$ cat config.mk
export PLATFORM = sky130hd
export DESIGN_NAME = vichc_top
export DESIGN_NICKNAME = d
export VERILOG_FILES = /design/src/hw/vichc_pkg.sv /design/src/hw/vichc_top.sv
export SDC_FILE = /design/constraint.sdc
export NUM_CORES = 1
export LEC_CHECK = 0
export ABC_AREA = 1
export CORE_MARGIN = 2
export CORE_UTILIZATION = 35
export CTS_CLUSTER_SIZE = 30
export DETAILED_ROUTE_END_ITERATION = 12
export DONT_BUFFER_PORTS = 1
export PLACE_DENSITY = 0.53
export SETUP_SLACK_MARGIN = 0.5
export SLEW_MARGIN = 20
export SYNTH_ARGS = -nofsm -noshare
export SYNTH_HDL_FRONTEND = slang
export SYNTH_SLANG_ARGS = --single-unit
$ cat constraint.sdc
create_clock -name mclk -period 1.92 [get_ports mclk]
set_clock_uncertainty 0.1 [all_clocks]
set_input_delay 0 -clock mclk [delete_from_list [all_inputs] [get_ports mclk]]
set_output_delay 0 -clock mclk [all_outputs]
set_load 0.01 [all_outputs]
$ cat src/hw/vichc_pkg.sv
// Purpose: Constants and carriers for the virtual interrupt interface hyp control block
// Assumes: Registers reached by system-register select codes on the core's register port
package vichc_pkg;
  // Register select codes
  localparam logic [3:0] SEL_VIF_CTRL = 4'h0;
  localparam logic [3:0] SEL_AP_G0 = 4'h1;
  localparam logic [3:0] SEL_AP_G1 = 4'h2;
  localparam logic [3:0] SEL_HCR = 4'h3;
  localparam logic [3:0] SEL_VMCR = 4'h4;
  localparam logic [3:0] SEL_BP_G0 = 4'h5;
  localparam logic [3:0] SEL_BP_G1 = 4'h6;
  localparam logic [3:0] SEL_PMR = 4'h7;
  // Field positions
  localparam int CTL_SPLIT = 1;
  localparam int CTL_SHARED = 0;
  localparam int HCR_CNT_LSB = 27;
  localparam int HCR_DEACTIVATE_WRITE_TRAP = 14;
  localparam int HCR_SYS_ERROR_TRAP = 13;
  localparam int HCR_GRP1_ACCESS_TRAP = 12;
  localparam int HCR_GRP0_ACCESS_TRAP = 11;
  localparam int HCR_TC = 10;
  localparam int HCR_G1D = 7;
  localparam int HCR_G1E = 6;
  localparam int HCR_G0D = 5;
  localparam int HCR_G0E = 4;
  localparam int HCR_NP = 3;
  localparam int HCR_LRENP = 2;
  localparam int HCR_UNDER = 1;
  localparam int HCR_EN = 0;
  localparam int VM_PMR_LSB = 24;
  localparam int VM_BP0_LSB = 21;
  localparam int VM_BP1_LSB = 18;
  localparam int VM_SPLIT = 9;
  localparam int VM_ENG1 = 1;
  localparam int VM_ENG0 = 0;
  // Reset values and limits
  localparam logic [31:0] AP_RESET = 32'h0000_0000;
  localparam logic [2:0] BP0_MIN = 3'h2;
  localparam logic [2:0] BP1_MIN = 3'h3;
  localparam logic [2:0] BP_MAX = 3'h7;
  localparam logic [7:0] PMR_RESET = 8'h00;
  localparam int NUM_LR = 4;

  // Register access from the core
  typedef struct packed {
    logic valid;
    logic write;
    logic [3:0] sel;
    logic [31:0] wdata;
  } vichc_req_s;

  // Guest-kernel access classification for trapping
  typedef struct packed {
    logic valid;
    logic is_write;
    logic guest_ns_kernel;
    logic grp0_reg;
    logic grp1_reg;
    logic common_reg;
    logic deact_reg;
  } vichc_guest_s;

  // Trap and behaviour outputs
  typedef struct packed {
    logic trap;
    logic eoi_deactivates;
    logic deact_reg_active;
    logic [2:0] preempt_bp_g0;
    logic [2:0] preempt_bp_g1;
  } vichc_ctl_s;
endpackage

$ cat src/hw/vichc_top.sv
// Purpose: Hypervisor control, active priorities and VM state view of a virtual interrupt interface
// Assumes: Single core clock; list register status and EOI events come from the list register logic
// Notes: Reads return data one cycle after the request
`timescale 1ns/10ps
module vichc_top (
  // Clock and reset
  input wire logic mclk,
  input wire logic rst,
  // Register port
  input wire vichc_pkg::vichc_req_s req,
  output logic [31:0] rdata,
  output logic rvalid,
  // Guest access check
  input wire vichc_pkg::vichc_guest_s guest,
  output vichc_pkg::vichc_ctl_s ctl,
  // List register status and deactivation bookkeeping
  input wire logic [vichc_pkg::NUM_LR-1:0] lr_pending,
  input wire logic [vichc_pkg::NUM_LR-1:0] lr_valid,
  input wire logic eoi_no_entry,
  input wire logic deact_done,
  // Maintenance interrupt
  output logic maint_irq
);
  import vichc_pkg::*;

  logic split_eoi_select;
  logic shared_binpoint_select;
  logic [31:0] ap_g0;
  logic [31:0] ap_g1;
  logic [4:0] pending_deactivate_count;
  logic deactivate_write_trap;
  logic grp1_access_trap;
  logic grp0_access_trap;
  logic common_reg_trap;
  logic g1_off_maint_en;
  logic g1_on_maint_en;
  logic g0_off_maint_en;
  logic g0_on_maint_en;
  logic none_pending_maint_en;
  logic entry_absent_maint_en;
  logic underflow_maint_en;
  logic hyp_enable;
  logic [7:0] guest_prio_mask;
  logic [2:0] guest_binpoint_g0;
  logic [2:0] guest_binpoint_g1;
  logic guest_g1_enable;
  logic guest_g0_enable;
  logic wr;
  logic [31:0] next_rdata;
  logic [2:0] bp1_view;

  assign wr = req.valid && req.write;

  // Clamp a requested binary point to the group minimum
  function automatic logic [2:0] clamp_bp(input logic [2:0] v, input logic [2:0] vmin);
    clamp_bp = (v < vmin) ? vmin : v;
  endfunction

  // Group 1 view while shared: group 0 plus one, saturated
  assign bp1_view = shared_binpoint_select ?
    ((guest_binpoint_g0 == BP_MAX) ? BP_MAX : 3'(guest_binpoint_g0 + 3'h1)) : guest_binpoint_g1;

  // Split-EOI bit, written from the guest control or the VM view
  always_ff @(posedge mclk) begin
    if (rst) begin
      split_eoi_select <= 1'b0;
    end else if (wr && req.sel == SEL_VIF_CTRL) begin
      split_eoi_select <= req.wdata[CTL_SPLIT];
    end else if (wr && req.sel == SEL_VMCR) begin
      split_eoi_select <= req.wdata[VM_SPLIT];
    end
  end

  always_ff @(posedge mclk) begin
    if (rst) begin
      shared_binpoint_select <= 1'b0;
    end else if (wr && req.sel == SEL_VIF_CTRL) begin
      shared_binpoint_select <= req.wdata[CTL_SHARED];
    end
  end

  // Active priority bitmaps
  always_ff @(posedge mclk) begin
    if (rst) begin
      ap_g0 <= AP_RESET;
      ap_g1 <= AP_RESET;
    end else if (wr && req.sel == SEL_AP_G0) begin
      ap_g0 <= req.wdata;
    end else if (wr && req.sel == SEL_AP_G1) begin
      ap_g1 <= req.wdata;
    end
  end

  // Hypervisor control fields
  always_ff @(posedge mclk) begin
    if (rst) begin
      deactivate_write_trap <= 1'b0;
      grp1_access_trap <= 1'b0;
      grp0_access_trap <= 1'b0;
      common_reg_trap <= 1'b0;
      g1_off_maint_en <= 1'b0;
      g1_on_maint_en <= 1'b0;
      g0_off_maint_en <= 1'b0;
      g0_on_maint_en <= 1'b0;
      none_pending_maint_en <= 1'b0;
      entry_absent_maint_en <= 1'b0;
      underflow_maint_en <= 1'b0;
      hyp_enable <= 1'b0;
    end else if (wr && req.sel == SEL_HCR) begin
      deactivate_write_trap <= req.wdata[HCR_DEACTIVATE_WRITE_TRAP];
      grp1_access_trap <= req.wdata[HCR_GRP1_ACCESS_TRAP];
      grp0_access_trap <= req.wdata[HCR_GRP0_ACCESS_TRAP];
      common_reg_trap <= req.wdata[HCR_TC];
      g1_off_maint_en <= req.wdata[HCR_G1D];
      g1_on_maint_en <= req.wdata[HCR_G1E];
      g0_off_maint_en <= req.wdata[HCR_G0D];
      g0_on_maint_en <= req.wdata[HCR_G0E];
      none_pending_maint_en <= req.wdata[HCR_NP];
      entry_absent_maint_en <= req.wdata[HCR_LRENP];
      underflow_maint_en <= req.wdata[HCR_UNDER];
      hyp_enable <= req.wdata[HCR_EN];
    end
  end

  // Outstanding deactivate count: hardware events win over software write
  always_ff @(posedge mclk) begin
    if (rst) begin
      pending_deactivate_count <= 5'h00;
    end else if (eoi_no_entry && !deact_done) begin
      pending_deactivate_count <= 5'(pending_deactivate_count + 5'h01);
    end else if (deact_done && !eoi_no_entry && pending_deactivate_count != 5'h00) begin
      pending_deactivate_count <= 5'(pending_deactivate_count - 5'h01);
    end else if (!eoi_no_entry && !deact_done && wr && req.sel == SEL_HCR) begin
      pending_deactivate_count <= req.wdata[31:HCR_CNT_LSB];
    end
  end

  // Guest view state: mask, binary points, group enables
  always_ff @(posedge mclk) begin
    if (rst) begin
      guest_prio_mask <= PMR_RESET;
      guest_binpoint_g0 <= BP0_MIN;
      guest_binpoint_g1 <= BP1_MIN;
      guest_g1_enable <= 1'b0;
      guest_g0_enable <= 1'b0;
    end else if (wr && req.sel == SEL_VMCR) begin
      guest_prio_mask <= req.wdata[VM_PMR_LSB+:8];
      guest_binpoint_g0 <= clamp_bp(req.wdata[VM_BP0_LSB+:3], BP0_MIN);
      guest_binpoint_g1 <= clamp_bp(req.wdata[VM_BP1_LSB+:3], BP1_MIN);
      guest_g1_enable <= req.wdata[VM_ENG1];
      guest_g0_enable <= req.wdata[VM_ENG0];
    end else if (wr && req.sel == SEL_PMR) begin
      guest_prio_mask <= req.wdata[7:0];
    end else if (wr && req.sel == SEL_BP_G0) begin
      guest_binpoint_g0 <= clamp_bp(req.wdata[2:0], BP0_MIN);
    end else if (wr && req.sel == SEL_BP_G1 && !shared_binpoint_select) begin
      guest_binpoint_g1 <= clamp_bp(req.wdata[2:0], BP1_MIN);
    end
  end

  // Read mux; unmapped selects and reserved bits read zero
  always_comb begin
    next_rdata = 32'h0000_0000;
    unique case (req.sel)
      SEL_VIF_CTRL: begin
        next_rdata[CTL_SPLIT] = split_eoi_select;
        next_rdata[CTL_SHARED] = shared_binpoint_select;
      end
      SEL_AP_G0: next_rdata = ap_g0;
      SEL_AP_G1: next_rdata = ap_g1;
      SEL_HCR: begin
        next_rdata[31:HCR_CNT_LSB] = pending_deactivate_count;
        next_rdata[HCR_DEACTIVATE_WRITE_TRAP] = deactivate_write_trap;
        next_rdata[HCR_SYS_ERROR_TRAP] = 1'b0;
        next_rdata[HCR_GRP1_ACCESS_TRAP] = grp1_access_trap;
        next_rdata[HCR_GRP0_ACCESS_TRAP] = grp0_access_trap;
        next_rdata[HCR_TC] = common_reg_trap;
        next_rdata[HCR_G1D] = g1_off_maint_en;
        next_rdata[HCR_G1E] = g1_on_maint_en;
        next_rdata[HCR_G0D] = g0_off_maint_en;
        next_rdata[HCR_G0E] = g0_on_maint_en;
        next_rdata[HCR_NP] = none_pending_maint_en;
        next_rdata[HCR_LRENP] = entry_absent_maint_en;
        next_rdata[HCR_UNDER] = underflow_maint_en;
        next_rdata[HCR_EN] = hyp_enable;
      end
      SEL_VMCR: begin
        next_rdata[VM_PMR_LSB+:8] = guest_prio_mask;
        next_rdata[VM_BP0_LSB+:3] = guest_binpoint_g0;
        next_rdata[VM_BP1_LSB+:3] = guest_binpoint_g1;
        next_rdata[VM_SPLIT] = split_eoi_select;
        next_rdata[VM_ENG1] = guest_g1_enable;
        next_rdata[VM_ENG0] = guest_g0_enable;
      end
      SEL_BP_G0: next_rdata[2:0] = guest_binpoint_g0;
      SEL_BP_G1: next_rdata[2:0] = bp1_view;
      SEL_PMR: next_rdata[7:0] = guest_prio_mask;
      default: next_rdata = 32'h0000_0000;
    endcase
  end

  always_ff @(posedge mclk) begin
    if (rst) begin
      rdata <= 32'h0000_0000;
      rvalid <= 1'b0;
    end else begin
      rdata <= (req.valid && !req.write) ? next_rdata : rdata;
      rvalid <= req.valid && !req.write;
    end
  end

  // Trap decision and behaviour controls
  always_comb begin
    ctl.trap = guest.valid && guest.guest_ns_kernel &&
      ((deactivate_write_trap && guest.deact_reg && guest.is_write) ||
       (grp1_access_trap && guest.grp1_reg) ||
       (grp0_access_trap && guest.grp0_reg) ||
       (common_reg_trap && guest.common_reg));
    ctl.eoi_deactivates = !split_eoi_select;
    ctl.deact_reg_active = split_eoi_select;
    ctl.preempt_bp_g0 = guest_binpoint_g0;
    ctl.preempt_bp_g1 = shared_binpoint_select ? guest_binpoint_g0 : guest_binpoint_g1;
  end

  // Maintenance interrupt level
  always_comb begin
    maint_irq = hyp_enable && (
      (g1_off_maint_en && !guest_g1_enable) || (g1_on_maint_en && guest_g1_enable) ||
      (g0_off_maint_en && !guest_g0_enable) || (g0_on_maint_en && guest_g0_enable) ||
      (none_pending_maint_en && (lr_pending == '0)) ||
      (entry_absent_maint_en && (pending_deactivate_count != 5'h00)) ||
      (underflow_maint_en && ($countones(lr_valid) <= 1)));
  end
endmodule

* Word-level counts from Yosys, hierarchy flattened *
Index checks and enable logic that the tools add are counted.

cells by class
  add/subtract/negate cells = 6
  magnitude comparators = 5
  equality and inequality tests = 10
  multiplexer cells = 30
  bitwise logic cells = 1
  reduce and logical (&&, ||, !) cells = 59

operator list
  kind                                                                   number
  3-bit two-way mux                                                      14
  5-bit case mux with 4 select lines                                     2
  1-bit logical AND                                                      32
  9-bit case mux with 3 select lines                                     1
  4-bit by 3-bit equality test with 1-bit output, second input constant  4
  8-bit two-way mux                                                      2
  2-bit case mux with 8 select lines                                     1
  5-bit two-way mux                                                      3
  5-bit case mux with 3 select lines                                     1
  3-bit by 2-bit < comparator with 1-bit output, second input constant   4
  1-bit logical OR                                                       9
  4-bit by 2-bit equality test with 1-bit output, second input constant  2
  4-bit zero test                                                        2
  2-bit nonzero test                                                     4
  1-bit zero test                                                        7
  1-bit case mux with 6 select lines                                     1
  3-bit case mux with 2 select lines                                     1
  5-bit by 1-bit adder with 5-bit output, second input constant          1
  5-bit nonzero test                                                     1
  5-bit by 1-bit subtractor with 5-bit output, second input constant     1
  1-bit by 1-bit adder with 2-bit output                                 2
  4-bit by 1-bit equality test with 1-bit output, second input constant  1
  2-bit != test, second input constant                                   2
  2-bit AND reduction                                                    2
  10 further kinds                                                       11

word-level totals
  bits in registers = 132
  input port bits = 57
  logic and storage cells = 135

* Depth between registers and ports, before layout *
  word-level depth = 9
  gate-level depth with buffers = 11

* Worst setup path after synthesis *
Ideal clock, no wire load.

  path kind = register -> register
  from = register pending_deactivate_count[0]
  to = register pending_deactivate_count[2]
  data arrival time = 1.316 ns
  data required time = 1.705 ns
  path slack = 0.389 ns
  stages on the path, launching flop included = 9
  path through = dfxtp_1 > inv_1 > ha_1 > nand4_1 > nand2_1 > nand3_1 > nand2_1 > a21oi_1 > nor2_1

on the way
  longest elaborated chain between the ends = 4
  elaborated cells between the ends (all ways) = 7
  those cells by class = add/sub (2); mux (2); reduce/logical (3)

RTL lines
  item                                                                                                 line              RTL
  start: declaration                                                                                   vichc_top.sv:30   logic [4:0] pending_deactivate_count;
  start signal: assignment                                                                             vichc_top.sv:130  pending_deactivate_count <= 5'(pending_deactivate_count + 5'h01);
  start signal: assignment                                                                             vichc_top.sv:132  pending_deactivate_count <= 5'(pending_deactivate_count - 5'h01);
  start signal: assignment                                                                             vichc_top.sv:134  pending_deactivate_count <= req.wdata[31:HCR_CNT_LSB];
  parallel branches: the longest is 4 deep, another holds 5-bit by 1-bit subtractor with 5-bit output  --

Several ways; the timed one is not identified.
A chain may end at the register's enable or synchronous reset.

* Worst setup path in the final report *
  from = register pending_deactivate_count[0]
  to = output port maint_irq

on the way
  longest elaborated chain between the ends = 5

RTL lines
  item                line              RTL
  5-bit nonzero test  vichc_top.sv:231  (entry_absent_maint_en && (pending_deactivate_count != 5'h00)) ||
  1-bit logical AND   vichc_top.sv:231
  1-bit logical OR    vichc_top.sv:230  (none_pending_maint_en && (lr_pending == '0)) ||
  1-bit logical OR    vichc_top.sv:231
  1-bit logical AND   vichc_top.sv:227  maint_irq = hyp_enable && (
  end: declaration    vichc_top.sv:22   output logic maint_irq

No other way between the ends.

==> results by group <==
Global routing
  • Met2 Use GR: 40.7%
  • Overflow after GRT: 0
  • Largest net degree at the start of global routing: 46
  • Vias in the first global route: 5868
  • Gr busiest metal: met2
  • First-pass GRT wire length: 31900 µm
  • GR Layer Usage met1: 27.2%
  • Grt met3 use: 5.24%
  • GRT Total Usage: 22.7%
  • Initial antenna violation count: 0

Drt
  • Iteration-0 DRC Markers: 344
  • Via count: 6123
  • Routed wire per std cell: 17.0 µm
  • Post-route ant nets: 0
  • WL final: 20400 µm
  • Via/cell ratio: 5.10
  • DRC: 0
  • Drt first pass iters: 6

Clock network
  • Clock Latency Late Sink: 0.42 ns
  • H-tree levels: 4
  • Cts bufs inserted: 17
  • CTS root buffer: clkbuf_16
  • Clk buf depth: 2
  • TritonCTS clock tree: yes
  • Clock Sinks: 132
  • Clk pin slew, worst setup/hold paths: 0.06 ns

Logic synthesis
  • Main combinational cell family by area after synthesis: simple AND/OR/NAND/NOR gates
  • Post-Synth Simple-Gate Area: 25.7%
  • Number of flops mapped to enable cells by yosys: 0
  • Post-Syn Area: 6050 µm²
  • Area leader, netlist: dfxtp_1
  • Sequential area share after synthesis: 43.7%
  • Ys flop type: dfxtp_1
  • Compound-Gate Fraction of Synth Area: 20.4%
  • Syn nets: 928
  • Post-Syn Instances: 867
  • Synthesis-stage register bit count: 132
  • Avg Cell Area, Syn: 6.98 µm²
  • Post-synth top area share: 43.7%
  • Synth Area in XOR/XNOR: 0.434%
  • Multiplexer share of the synthesized area: 0%
  • Asr flop ratio synth: 0%
  • Cell with the most instances after synthesis: nand2_1
  • Number of library cell types mapped by synthesis: 34
  • Post-Synth Adder-Cell Area: 0.952%
  • Synthesis warning total: 0
  • Largest cells by area after synthesis: dfxtp_1 44%, nand2_1 15%, a21oi_1 9.6%
  • Commonest cells post-synth: 239 x nand2_1, 132 x dfxtp_1, 116 x a21oi_1, 81 x nand3_1, 71 x inv_1

Power and ir drop
  • Net Switching: 1590 µW
  • Clk pwr share: 51.2%
  • Total power: 6940 µW
  • Sw Share: 22.8%
  • Sequential share of power: 40.6%
  • Peak supply drop: 0.000603 V
  • Internal Pwr Total: 5360 µW
  • Gate power share: 8.2%
  • Lkg Pwr: 0.00312 µW
  • Power Density: 850 nW/µm²

Critical path
  • Crit path buffers/inverters: 1
  • CP Data Required Time: 1.82 ns
  • Setup Crit Path Kind: reg2out
  • Reg2Reg Depth: 8
  • Worst reg2reg path startpoint: pending_deactivate_count[0]$_SDFFE_PP0P_
  • Arrival @ worst endpoint: 1.32 ns
  • Type of destination of the critical path: output port
  • CP max stage cell: dfxtp_2
  • Crit-path cells: inv_2 > ha_4 > nand4_1 > nand2_2 > a31oi_4
  • FF-to-FF setup slack: 0.51 ns
  • CP max stage delay: 0.33 ns
  • Top Family by Delay on Critical Path: flip-flops
  • Worst reg2reg endpoint: pending_deactivate_count[4]$_SDFFE_PP0P_
  • Worst setup SP type: flip-flop
  • Crit path max fanout: 3

Placed design
  • Dpl ws: 0.373 ns
  • IO buf count: 0
  • GP Congestion: 0.847
  • Detailed Place HPWL: 12700 µm

Floorplanning
  • Starting Density: 35.3%
  • Num rows: 48
  • Die X: 135 µm
  • Die height: 135 µm
  • CORE AREA: 17100 µm²
  • Die ar.: 18300 µm²
  • Ports: 100

STA
  • Worst hold margin: -0.00602 ns
  • Final period util: 74.2%
  • Total Neg Setup Slack: 0 ns
  • RSZ-0062 raised after global routing: yes
  • Final Critical Period: 1.42 ns
  • Max-slew violations: 0
  • Worst Max-Slew Pin Slew: 0.464 ns
  • Fmax: 702 MHz
  • Endpoints failing setup: 0
  • Slew margin rel.: 69.1%
  • Final setup margin: 0.496 ns
  • Endpoints failing hold: 1

Worst hold path
  • Hold_sp: req[36]
  • Min-Delay Endpoint: guest_g1_enable$_SDFFE_PP0P_
  • Hold depth: 4
  • Worst hold path class: in2reg

Finish
  • ANT cells: 0
  • Fin util: 47.8%
  • Nets: 1024
  • Area grow syn2layout: 35.1%
  • Fillers: 1765
  • Layout cells sized above 1: 12.0%

Run status
  • Status: finished, violations left
  • Violated checks: hold timing

Run
  • Max-capacitance violation count: 0
registers in the layout, indices dropped and copies added, names as in the netlist, 3 cells and up:
| name | count |
|---|---|
| pending_deactivate_count | 5 |
| rdata | 32 |
| guest_binpoint_g0 | 3 |
| ap_g1 | 32 |
| guest_binpoint_g1 | 3 |
| ap_g0 | 32 |
| guest_prio_mask | 8 |
routing by layer:
layer	share of wire [%]	vias to the layer above
li1	-	3069
met1	42	2871
met2	51	161
met3	5.3	22
met4	1.6	0
met5	0	-
power groups by stage:
stage | Sequential, µW | Combinational (µW) | Clock [µW]
finish | 2820 | 570 | 3550
global route | 2820 | 625 | 3730
CTS | 2820 | 547 | 3610
detailed placement | 2880 | 363 | 0
global placement | 2880 | 365 | 0
floorplan | 2870 | 291 | 0
worst max-delay path by stage:
stage | to | slack (ns) | depth (start not counted) | start
4_1_cts | maint_irq | 0.44 | 5 | guest_g1_enable$_SDFFE_PP0P_
2_1_floorplan | pending_deactivate_count[2]$_SDFFE_PP0P_ | 0.51 | 8 | pending_deactivate_count[0]$_SDFFE_PP0P_
6_report | maint_irq | 0.50 | 5 | pending_deactivate_count[0]$_SDFFE_PP0P_
5_1_grt | pending_deactivate_count[0]$_SDFFE_PP0P_ | 0.40 | 8 | pending_deactivate_count[1]$_SDFFE_PP0P_
3_5_place_dp | pending_deactivate_count[1]$_SDFFE_PP0P_ | 0.37 | 7 | pending_deactivate_count[0]$_SDFFE_PP0P_
3_3_place_gp | pending_deactivate_count[2]$_SDFFE_PP0P_ | 0.37 | 8 | pending_deactivate_count[0]$_SDFFE_PP0P_
timing repair:
| action | CTS | global route |
|---|---|---|
| resized for setup | 22 | 26 |
| endpoints found under the setup margin | 8 | 54 |
| pin swaps | 8 | 7 |
| cloned | 0 | 1 |
| hold endpoints to repair | 132 | 2 |
| hold buffers | 92 | 4 |
| buffers inserted | 4 | 4 |
layout make-up:
cell class              count  area (µm²)  share of cell area, %
inverters                  80         307                   3.75
well taps                 225         282                   3.44
multi-input cells         606        2990                   36.6
clock buffers              24         502                   6.14
clock inverters             8         145                   1.78
flip-flops and latches    132        2660                   32.5
repair buffers            126        1290                   15.8
layout by cell type (no fill, tap or decap), types with 2 or more instances in the layout:
| cell | n |
|---|---|
| a21oi_1 | 115 |
| a31oi_1 | 9 |
| buf_12 | 5 |
| buf_4 | 23 |
| buf_6 | 3 |
| bufinv_16 | 4 |
| clkbuf_1 | 2 |
| clkbuf_16 | 18 |
| clkbuf_8 | 5 |
| clkinv_2 | 2 |
| clkinvlp_4 | 3 |
| dfxtp_1 | 123 |
| dfxtp_2 | 7 |
| dfxtp_4 | 2 |
| dlygate4sd3_1 | 93 |
| ha_4 | 2 |
| inv_1 | 67 |
| inv_2 | 10 |
| nand2_1 | 234 |
| nand2_2 | 10 |
| nand3_1 | 80 |
| nor2_1 | 27 |
| nor2_2 | 5 |
| nor2_4 | 6 |
| o211ai_1 | 17 |
| o21ai_0 | 39 |
| o21ai_1 | 37 |
| o21ai_2 | 3 |
| o221ai_1 | 4 |
| xor2_1 | 2 |
through the flow:
stage               instances  area (µm²)
floorplan                 867        6060
global route             1201        8170
finish                   1201        8170
detailed placement       1065        6310
global placement         1065        6310
CTS                      1193        8000
worst min-delay path, delay by kind of cell:
family	cells	cell delay (ns)
AO/OA/AOI/OAI	1	0.14
buffers and inverters	1	0.17
AND/OR/NAND/NOR	2	0.16
logic make-up (layout without fill, tap and decap cells):
kind of cell    count (synthesis)  count (layout)
flops                         132             132
simple gates                  369             369
fa+ha+maj                       4               4
xor+xnor                        3               3
compound gates                230             230
buf+inv                       129             238
Note: power is estimated with default switching activity, not from simulation.
